**src/hw/rcg_pkg.sv**
```systemverilog
/*
   Constants and carrier types for the receive guard and CRC/parity checker.
   Assumes a single 250 MHz clock and word-aligned AHB-Lite register access.
*/
package rcg_pkg;

   // ----------------------------------------------------------------
   // Register map (index, byte address is four times the index)
   // ----------------------------------------------------------------
   localparam logic [7:0]  IDX_GUARD  = 8'h11;
   localparam logic [7:0]  IDX_CRC    = 8'h12;
   localparam logic [7:0]  IDX_STATUS = 8'h20;
   localparam logic [7:0]  IDX_CTRL   = 8'h21;

   localparam logic [31:0] GUARD_RST  = 32'h0000_0000;
   localparam logic [31:0] CRC_RST    = 32'h0000_0000;
   localparam logic        CTRL_RST   = 1'b0;
   localparam logic [31:0] GUARD_MASK = 32'h0FFF_FFFF;
   localparam logic [31:0] CRC_MASK   = 32'hFFFF_0FFF;
   localparam logic [2:0]  HSIZE_WORD = 3'h2;

   // ----------------------------------------------------------------
   // CRC presets, residues and polynomials (LSB first)
   // ----------------------------------------------------------------
   localparam logic [2:0]  SEL_JIS    = 3'h0;
   localparam logic [2:0]  SEL_A      = 3'h1;
   localparam logic [2:0]  SEL_B      = 3'h3;
   localparam logic [2:0]  SEL_ARB    = 3'h7;
   localparam logic [15:0] PRESET_0   = 16'h0000;
   localparam logic [15:0] PRESET_1   = 16'h6363;
   localparam logic [15:0] PRESET_2   = 16'hA671;
   localparam logic [15:0] PRESET_3   = 16'hFFFF;
   localparam logic [15:0] PRESET_4   = 16'h0012;
   localparam logic [15:0] PRESET_5   = 16'hE012;
   localparam logic [15:0] RESIDUE    = 16'h0000;
   localparam logic [15:0] RESIDUE_INV = 16'hF0B8;
   localparam logic [15:0] CRC16_POLY = 16'h8408;
   localparam logic [4:0]  CRC5_POLY  = 5'h14;

   // ----------------------------------------------------------------
   // Types
   // ----------------------------------------------------------------
   typedef enum logic [1:0] {MD_A, MD_B, MD_JIS212, MD_JIS424} rcg_proto_t;

   typedef struct packed {
      logic [3:0]  rsvd;
      logic [19:0] wait_val;
      logic [7:0]  presc;
   } rcg_guard_cfg_t;

   typedef struct packed {
      logic [15:0] preset;
      logic [3:0]  rsvd;
      logic        par_odd;
      logic        par_en;
      logic        coll_keep;
      logic [2:0]  first_bit_position_alias;
      logic [2:0]  sel;
      logic        crc5;
      logic        crc_inverted_compare;
      logic        crc_en;
   } rcg_crc_cfg_t;

   typedef struct packed {
      logic valid;
      logic data;
      logic coll;
   } rcg_rxbit_t;

   typedef struct packed {
      logic       valid;
      logic [7:0] data;
      logic [2:0] nbits;
      logic       par_err;
   } rcg_rxbyte_t;

endpackage : rcg_pkg

```
**src/hw/rcg_top.sv**
```systemverilog
/*
   Receive guard timer, CRC/parity checking decoder and mode-detector
   overrides, with an AHB-Lite register slave.
   Assumes all inputs synchronous to clock, one-cycle event pulses and
   a demodulator that delivers one bit per rx_bit.valid.
*/
module rcg_top (
   input  wire logic               clock,
   input  wire logic               rst,
   input  wire logic               hsel,
   input  wire logic [31:0]        haddr,
   input  wire logic [1:0]         htrans,
   input  wire logic               hwrite,
   input  wire logic [2:0]         hsize,
   input  wire logic [31:0]        hwdata,
   input  wire logic               hready,
   output logic                    hreadyout,
   output logic                    hresp,
   output logic [31:0]             hrdata,
   input  wire logic               tx_end,
   input  wire logic               rx_start,
   input  wire logic               rx_end,
   input  wire rcg_pkg::rcg_rxbit_t rx_bit,
   input  wire logic               md_valid,
   input  wire rcg_pkg::rcg_proto_t md_proto,
   output rcg_pkg::rcg_rxbyte_t    rx_byte,
   output logic                    guard_active,
   output logic                    integrity_err
);
   import rcg_pkg::*;

   typedef enum logic [1:0] {RX_IDLE, RX_DATA, RX_PAR} rcg_rx_state_t;

   // ----------------------------------------------------------------
   // Functions
   // ----------------------------------------------------------------
   function automatic logic [15:0] crc_step(input logic [15:0] c,
                                            input logic b,
                                            input logic five);
      logic       fb;
      logic [4:0] c5;
      fb = c[0] ^ b;
      c5 = {1'b0, c[4:1]} ^ (fb ? CRC5_POLY : 5'h00);
      if (five) begin
         crc_step = {11'h000, c5};
      end else begin
         crc_step = {1'b0, c[15:1]} ^ (fb ? CRC16_POLY : 16'h0000);
      end
   endfunction : crc_step

   function automatic logic [15:0] sel_preset(input logic [2:0] s,
                                              input logic [15:0] arb);
      case (s)
         3'h0:    sel_preset = PRESET_0;
         3'h1:    sel_preset = PRESET_1;
         3'h2:    sel_preset = PRESET_2;
         3'h3:    sel_preset = PRESET_3;
         3'h4:    sel_preset = PRESET_4;
         3'h5:    sel_preset = PRESET_5;
         3'h7:    sel_preset = arb;
         default: sel_preset = PRESET_0;
      endcase
   endfunction : sel_preset

   // ----------------------------------------------------------------
   // Declarations
   // ----------------------------------------------------------------
   logic [31:0]    guard_q;
   logic [31:0]    crccfg_q;
   logic           auto_q;
   logic           dph_q;
   logic           dwr_q;
   logic [7:0]     didx_q;
   logic           dok_q;
   logic           guard_q_on;
   logic [19:0]    gtimer_q;
   logic [7:0]     pcnt_q;
   rcg_rx_state_t  st_q;
   logic [7:0]     shreg_q;
   logic [2:0]     idx_q;
   logic           coll_q;
   logic [15:0]    crc_q;
   logic           ierr_q;
   rcg_rxbyte_t    byte_q;
   rcg_guard_cfg_t gcfg;
   rcg_crc_cfg_t   ccfg;
   logic           aph;
   logic           amap;
   logic           wr_guard;
   logic           wr_crc;
   logic           wr_ctrl;
   logic           start_ok;
   logic           bit_ok;
   logic           eff_bit;
   logic [7:0]     byte_d;
   logic           par_bad;
   logic           crc_bad;
   logic           end_ok;
   logic [15:0]    seed;

   assign gcfg = rcg_guard_cfg_t'(guard_q);
   assign ccfg = rcg_crc_cfg_t'(crccfg_q);
   assign seed = sel_preset(ccfg.sel, ccfg.preset);

   // ----------------------------------------------------------------
   // AHB-Lite slave
   // ----------------------------------------------------------------
   // Zero wait states; read data is a mux of flops in the data phase so
   // a read right after a write to the same word sees the new value.
   assign hreadyout = 1'b1;
   assign hresp     = 1'b0;
   assign aph       = hsel && htrans[1] && hready;
   assign amap      = (haddr[31:10] == 22'h000000) && (hsize == HSIZE_WORD)
                      && (haddr[1:0] == 2'h0);
   assign wr_guard  = dph_q && dwr_q && dok_q && (didx_q == IDX_GUARD);
   assign wr_crc    = dph_q && dwr_q && dok_q && (didx_q == IDX_CRC);
   assign wr_ctrl   = dph_q && dwr_q && dok_q && (didx_q == IDX_CTRL);

   always_ff @(posedge clock or posedge rst) begin
      if (rst) begin
         dph_q  <= 1'b0;
         dwr_q  <= 1'b0;
         didx_q <= 8'h00;
         dok_q  <= 1'b0;
      end else if (hready) begin
         dph_q  <= aph;
         dwr_q  <= hwrite;
         didx_q <= haddr[9:2];
         dok_q  <= amap;
      end
   end

   always_comb begin
      hrdata = 32'h0000_0000;
      if (dph_q && !dwr_q && dok_q) begin
         case (didx_q)
            IDX_GUARD:  hrdata = guard_q;
            IDX_CRC:    hrdata = crccfg_q;
            IDX_STATUS: hrdata = {29'h0000_0000, (st_q != RX_IDLE),
                                  guard_q_on, ierr_q};
            IDX_CTRL:   hrdata = {31'h0000_0000, auto_q};
            default:    hrdata = 32'h0000_0000;
         endcase
      end
   end

   always_ff @(posedge clock or posedge rst) begin
      if (rst) begin
         guard_q <= GUARD_RST;
         auto_q  <= CTRL_RST;
      end else begin
         if (wr_guard) begin
            guard_q <= hwdata & GUARD_MASK;
         end
         if (wr_ctrl) begin
            auto_q <= hwdata[0];
         end
      end
   end

   // ----------------------------------------------------------------
   // CRC/parity config with mode detector overrides
   // ----------------------------------------------------------------
   // The detector wins over a bus write in the same cycle, as it
   // reflects the traffic actually on the air.
   always_ff @(posedge clock or posedge rst) begin
      if (rst) begin
         crccfg_q <= CRC_RST;
      end else if (md_valid && auto_q) begin
         if (wr_crc) begin
            crccfg_q <= hwdata & CRC_MASK;
         end
         case (md_proto)
            MD_A: begin
               crccfg_q[11]  <= 1'b1;
               crccfg_q[10]  <= 1'b1;
               crccfg_q[5:3] <= SEL_A;
               crccfg_q[1]   <= 1'b0;
            end
            MD_B: begin
               crccfg_q[5:3] <= SEL_B;
               crccfg_q[1]   <= 1'b1;
               crccfg_q[0]   <= 1'b1;
            end
            default: begin
               crccfg_q[5:3] <= SEL_JIS;
               crccfg_q[1]   <= 1'b0;
               crccfg_q[0]   <= 1'b1;
            end
         endcase
      end else if (wr_crc) begin
         crccfg_q <= hwdata & CRC_MASK;
      end
   end

   // ----------------------------------------------------------------
   // Guard timer
   // ----------------------------------------------------------------
   // Guard time is wait_val periods of presc+1 clocks after tx_end.
   always_ff @(posedge clock or posedge rst) begin
      if (rst) begin
         guard_q_on <= 1'b0;
         gtimer_q   <= 20'h00000;
         pcnt_q     <= 8'h00;
      end else if (tx_end) begin
         guard_q_on <= (gcfg.wait_val != 20'h00000);
         gtimer_q   <= gcfg.wait_val;
         pcnt_q     <= gcfg.presc;
      end else if (guard_q_on) begin
         if (pcnt_q == 8'h00) begin
            pcnt_q <= gcfg.presc;
            if (gtimer_q == 20'h00001) begin
               guard_q_on <= 1'b0;
            end
            gtimer_q <= gtimer_q - 20'h00001;
         end else begin
            pcnt_q <= pcnt_q - 8'h01;
         end
      end
   end
   assign guard_active = guard_q_on;

   // ----------------------------------------------------------------
   // Receive decoder
   // ----------------------------------------------------------------
   assign start_ok = rx_start && !guard_q_on;
   assign bit_ok   = rx_bit.valid && (st_q != RX_IDLE) && !rx_start;
   assign end_ok   = rx_end && (st_q != RX_IDLE) && !rx_start;
   assign eff_bit  = ((coll_q || rx_bit.coll) && !ccfg.coll_keep)
                     ? 1'b0 : rx_bit.data;
   always_comb begin
      byte_d         = shreg_q;
      byte_d[idx_q]  = eff_bit;
   end
   assign par_bad  = (^shreg_q ^ ccfg.par_odd) != rx_bit.data;
   assign crc_bad  = ccfg.crc_en && (crc_q != ((ccfg.crc_inverted_compare
                     && !ccfg.crc5) ? RESIDUE_INV : RESIDUE));

   always_ff @(posedge clock or posedge rst) begin
      if (rst) begin
         st_q    <= RX_IDLE;
         shreg_q <= 8'h00;
         idx_q   <= 3'h0;
         coll_q  <= 1'b0;
      end else if (start_ok) begin
         st_q    <= RX_DATA;
         shreg_q <= 8'h00;
         idx_q   <= ccfg.first_bit_position_alias;
         coll_q  <= 1'b0;
      end else if (end_ok) begin
         st_q <= RX_IDLE;
      end else if (bit_ok) begin
         case (st_q)
            RX_DATA: begin
               coll_q <= coll_q || rx_bit.coll;
               if (idx_q == 3'h7) begin
                  shreg_q <= ccfg.par_en ? byte_d : 8'h00;
                  st_q    <= ccfg.par_en ? RX_PAR : RX_DATA;
                  idx_q   <= 3'h0;
               end else begin
                  shreg_q <= byte_d;
                  idx_q   <= idx_q + 3'h1;
               end
            end
            RX_PAR: begin
               st_q    <= RX_DATA;
               shreg_q <= 8'h00;
            end
            default: st_q <= RX_IDLE;
         endcase
      end
   end

   // Parity bits stay out of the CRC; the check covers data and CRC bytes.
   always_ff @(posedge clock or posedge rst) begin
      if (rst) begin
         crc_q <= 16'h0000;
      end else if (start_ok) begin
         crc_q <= ccfg.crc5 ? {8'h00, seed[7:0]} : seed;
      end else if (bit_ok && (st_q == RX_DATA)) begin
         crc_q <= crc_step(crc_q, eff_bit, ccfg.crc5);
      end
   end

   always_ff @(posedge clock or posedge rst) begin
      if (rst) begin
         byte_q <= '0;
      end else if (bit_ok && (st_q == RX_DATA) && (idx_q == 3'h7)
                   && !ccfg.par_en) begin
         byte_q <= '{valid: 1'b1, data: byte_d, nbits: 3'h0,
                     par_err: 1'b0};
      end else if (bit_ok && (st_q == RX_PAR)) begin
         byte_q <= '{valid: 1'b1, data: shreg_q, nbits: 3'h0,
                     par_err: par_bad};
      end else if (end_ok && (st_q == RX_DATA) && (idx_q != 3'h0)) begin
         byte_q <= '{valid: 1'b1, data: shreg_q, nbits: idx_q,
                     par_err: 1'b0};
      end else begin
         byte_q.valid   <= 1'b0;
         byte_q.par_err <= 1'b0;
      end
   end
   assign rx_byte = byte_q;

   // Set wins over the clear at the start of a new reception.
   always_ff @(posedge clock or posedge rst) begin
      if (rst) begin
         ierr_q <= 1'b0;
      end else if ((bit_ok && (st_q == RX_PAR) && par_bad)
                   || (end_ok && crc_bad)) begin
         ierr_q <= 1'b1;
      end else if (start_ok) begin
         ierr_q <= 1'b0;
      end
   end
   assign integrity_err = ierr_q;

   // ----------------------------------------------------------------
   // Assertions
   // ----------------------------------------------------------------
   AST_GUARD_OFF: assert property (@(posedge clock) disable iff (rst)
      tx_end && (gcfg.wait_val == 20'h00000) |=> !guard_active)
      else $error("guard ran with zero wait value");
   AST_GUARD_LOAD: assert property (@(posedge clock) disable iff (rst)
      tx_end && (gcfg.wait_val != 20'h00000)
      |=> guard_active && (gtimer_q == $past(gcfg.wait_val)))
      else $error("guard timer not loaded from wait value");
   AST_PRESC_HOLD: assert property (@(posedge clock) disable iff (rst)
      guard_active && !tx_end && (pcnt_q == 8'h02) && !wr_guard
      |=> $stable(gtimer_q) ##1 $stable(gtimer_q) ##1
          (pcnt_q == gcfg.presc) && (gtimer_q == $past(gtimer_q) - 20'h1))
      else $error("guard timer not paced by prescaler");
   AST_RX_BLOCK: assert property (@(posedge clock) disable iff (rst)
      guard_active && (st_q == RX_IDLE) |=> (st_q == RX_IDLE))
      else $error("reception started during guard time");
   AST_PAR_FLAG: assert property (@(posedge clock) disable iff (rst)
      rx_byte.valid && rx_byte.par_err |-> integrity_err)
      else $error("parity error not flagged");
   AST_PAR_CONT: assert property (@(posedge clock) disable iff (rst)
      bit_ok && (st_q == RX_PAR) && !rx_end |=> (st_q == RX_DATA))
      else $error("reception stopped after parity bit");
   AST_SEED_A: assert property (@(posedge clock) disable iff (rst)
      start_ok && (ccfg.sel == SEL_A) && !ccfg.crc5 |=> crc_q == PRESET_1)
      else $error("type A preset not loaded");
   AST_SEED5: assert property (@(posedge clock) disable iff (rst)
      start_ok && ccfg.crc5 |=> crc_q[15:8] == 8'h00)
      else $error("5-bit CRC seeded above low byte");
   AST_MD_A: assert property (@(posedge clock) disable iff (rst)
      md_valid && auto_q && (md_proto == MD_A)
      |=> ccfg.par_en && ccfg.par_odd && (ccfg.sel == SEL_A))
      else $error("type A detection did not set parity");
   AST_MD_B: assert property (@(posedge clock) disable iff (rst)
      md_valid && auto_q && (md_proto == MD_B)
      |=> ccfg.crc_en && ccfg.crc_inverted_compare && (ccfg.sel == SEL_B))
      else $error("type B detection did not set CRC fields");
   AST_ERR_CLR: assert property (@(posedge clock) disable iff (rst)
      start_ok |=> !integrity_err)
      else $error("integrity flag not cleared at start");
   AST_ALIGN: assert property (@(posedge clock) disable iff (rst)
      start_ok |=> idx_q == $past(ccfg.first_bit_position_alias))
      else $error("first bit position not taken from alignment");

   COV_PAR_ERR: cover property (@(posedge clock) disable iff (rst)
      rx_byte.valid && rx_byte.par_err);
   COV_CRC_ERR: cover property (@(posedge clock) disable iff (rst)
      end_ok && crc_bad);
   COV_GUARD_END: cover property (@(posedge clock) disable iff (rst)
      guard_active ##1 !guard_active);
   COV_MD_B: cover property (@(posedge clock) disable iff (rst)
      md_valid && auto_q && (md_proto == MD_B));

endmodule : rcg_top

```
**config.mk**
```make
export PLATFORM = sky130hd
export DESIGN_NAME = rcg_top
export DESIGN_NICKNAME = d
export VERILOG_FILES = /design/src/hw/rcg_pkg.sv /design/src/hw/rcg_top.sv
export SDC_FILE = /design/constraint.sdc
export NUM_CORES = 1
export LEC_CHECK = 0
export BUFFER_PORTS_ARGS = -buffer_cell sky130_fd_sc_hd__buf_2
export CAP_MARGIN = 5
export CORE_AREA = 10 10 142 144
export DETAILED_ROUTE_END_ITERATION = 8
export DIE_AREA = 0 0 152 154
export GPL_TIMING_DRIVEN = 0
export PLACE_DENSITY = 0.73
export SLEW_MARGIN = 20
export SYNTH_ARGS = -nofsm -noshare
export SYNTH_HDL_FRONTEND = slang
export SYNTH_SLANG_ARGS = --single-unit
```
**constraint.sdc**
```tcl
create_clock -name clock -period 5.2 [get_ports clock]
set_input_delay 0.52 -clock clock [delete_from_list [all_inputs] [get_ports clock]]
set_output_delay 0.52 -clock clock [all_outputs]
set_load 0.005 [all_outputs]
```
==> flow_summary.ini <==
[yosys]
netlist-cell-type-count = 58
synth.area.top_cells = dfrtp_1 47%, mux2_2 9.5%, o21ai_0 4.5%
syn-num-nets = 845
yosys-top-cells-count = 141 x dfrtp_1, 67 x o21ai_0, 63 x mux2_2
ys_seq_area_frac = 0.472
synth.top_cell.area_share = 0.472
ys_ff_latch = 141
synth_most_common_cell = dfrtp_1
async_flop_share = 1.00
ys_warn_count = 0
netlist_area_sq_um = 7480
syn-instance-count = 752
synth_ff_type = dfrtp_1
yosysTopAreaCell = dfrtp_1
synth_edf_count = 0
avgSynthCellArea_sq_um = 9.95

[placement]
placed_cell_area_sq_um = 8440
dp_cells = 1105
gp_congestion = 0.933
place_ws_ns = 2.08
placement.io_buffers = 127
dp_hpwl_um = 16600

[timing]
worst_pin_slew_ns = 0.905
fin_ws_ns = 1.55
period_share = 0.703
worst_hold_slack_ns = 0.106
setup-violations-final = 0
rsz0062_at_grt = no
fin_skew_ns = 0.00840
timing.final.hold_violations = 0
period_needed_ns = 3.65
max_freq_mhz = 274
maxSlewViolCount = 0
slew_headroom = 0.395

[worst_setup_path]
critPathRequiredTime_ns = 4.68
cpPeakStageDelay_ns = 0.58
arrival_ns = 3.13
path_cells = nor4_1, and2b_1, nor2b_1, buf_2, clkbuf_1, a22oi_1, nor2_1, buf_2
critical_path_class = flop to primary output
endpoint_kind = primary output
start_kind = flop
path_max_fanout = 10
cp_slowest_cell = nor4_1
crit_top_cell = buf_2

[cts]
postCtsResizedCells = 0
path_clk_slew_ns = 0.06
root_buffer = clkbuf_16
cts_sinks = 141
clockBufferDepth = 2
htree_levels = 4
clk_latency_ns = 0.43
ctsHoldBuffers = 0
cts_buffers = 17
cts_tree = done
cts_setup_buffers = 0

[cells_and_area]
fin_cells = 1136
drive_gt1_frac = 0.267
postLayoutCoreUtil = 0.523
syn_to_final_growth_pct = 20.2
num-fill-cells = 1589
nets = 992
fin_area_sq_um = 8990

[floorplanning]
io_pins = 132
initial_core_util = 0.435
core_area_sq_um = 17200
rows = 48
die_width_um = 152
dieHeight_um = 154
die_area_sq_um = 23400

[route]
ant_nets = 0
viasPerCell = 5.67
totalWireLength_um = 22100
drtIter0Drc = 609
wire_per_inst_um = 19.4
drtPass1Iterations = 5
drc = 0
num_vias = 6446

[global_route]
grt.total_usage = 0.185
overflow = 0
antenna_found_initial = 0
grt_max_degree = 83
grt_pass1_wl_um = 35300
grt_pass1_vias = 6600

[power]
leakage_nw = 4.08
power_density_nw_per_um2 = 332
ir_drop_mv = 0.290

[min_path]
hold_path_class = primary input to async pin

[run]
drv_cap = 0

[outcome]
status = finished clean
==> critical path: cells and delay by family, from the launching register on <==
family | cells | cell delay (ns)
AO/OA/AOI/OAI | 1 | 0.19
buffers and inverters | 3 | 0.90
flip-flops | 1 | 0.38
AND/OR/NAND/NOR | 4 | 1.22
==> flip-flops by register name (all words and copies together), names as in the netlist, 2 cells and up <==
register,flops
didx_q,8
ccfg,28
pcnt_q,8
gcfg,28
rx_byte,13
shreg_q,8
gtimer_q,20
st_q,2
crc_q,16
idx_q,3
==> power by group <==
group | total, mW | switching, mW | leakage, nW | internal (mW)
Combinational | 0.543 | 0.321 | 2.00 | 0.222
Clock | 1.15 | 0.473 | 0.260 | 0.676
Sequential | 1.30 | 0.0950 | 1.82 | 1.20
Total | 2.99 | 0.890 | 4.08 | 2.10
==> cells by family (layout without fill, tap and decap cells) <==
group,Yosys count,after routing,share of synthesized area
simple gates,254,254,0.179
compound gates,173,173,0.141
flops,141,141,0.472
mux,81,81,0.119
buf+inv,61,219,0.0351
xor+xnor,30,30,0.0370
fa+ha+maj,10,10,0.0167
other cells,2,3,0.00100
==> final cells by class <==
cell class                 instances  area [sq um]  share of cell area
antenna                            1          2.50            0.000278
buffer                            43           195              0.0217
clock buffer                      20           457              0.0508
clock inverter                    10          92.6              0.0103
inverter                          18          75.1             0.00835
multi-input combinational        550          3690               0.411
sequential                       141          3530               0.393
tap                              225           282              0.0313
timing repair buffer             128           663              0.0738
==> layout by cell type, fill, tap and decap left out, types with 4 or more instances in the layout <==
cell	instances
nand4_1	10
a22o_1	5
clkinvlp_4	4
nor3_1	13
clkbuf_1	32
a31oi_1	7
inv_1	17
o21ai_1	4
nor4_1	15
o31ai_1	4
nor4bb_1	5
xor2_1	15
xnor2_1	14
o211ai_1	6
nand2_1	62
dfrtp_1	141
buf_2	133
mux2_2	63
o21ai_0	67
and3_1	11
or4_1	4
nor3b_1	5
nand3_1	16
ha_1	10
a21oi_1	32
nand3b_1	4
mux2i_1	18
or3_1	4
a22oi_1	27
nand2b_1	9
nor2b_1	11
nor2_1	62
clkbuf_16	17
a211oi_1	7
and2_1	5
==> layer usage <==
metal  wire length (um)  GRT usage
met1              10400      0.255
met2               9920      0.281
met5                  0          0
met4                227     0.0436
met3               1510     0.0527
==> final timing paths <==
kind / slack, ns / cells after the start / from / end
max in group asynchronous: 4.34 / 3 / rst / rx_byte[5]$_DFFE_PP0P_
min reg2reg: 0.47 / 2 / rx_byte[4]$_DFFE_PP0P_ / rx_byte[4]$_DFFE_PP0P_
min in group clock: 0.28 / 2 / md_valid / ccfg[5]$_DFFE_PP0P_
max reg2reg: 2.48 / 8 / st_q[0]$_DFFE_PP0P_ / rx_byte[10]$_DFFE_PP0P_
max: 1.55 / 8 / didx_q[7]$_DFFE_PP0P_ / hrdata[17]
min: 0.11 / 2 / rst / ccfg[30]$_DFFE_PP0N_
==> through the flow <==
| stage | TNS, ns | power (mW) |
|---|---|---|
| 2_1_floorplan | 0 | 1.67 |
| 3_3_place_gp | -108.80 | 1.83 |
| 3_5_place_dp | 0 | 1.85 |
| 4_1_cts | 0 | 2.99 |
| 5_1_grt | 0 | 3.12 |
| 6_report | 0 | 2.99 |
No activity file was read; power rests on OpenSTA's default activity.
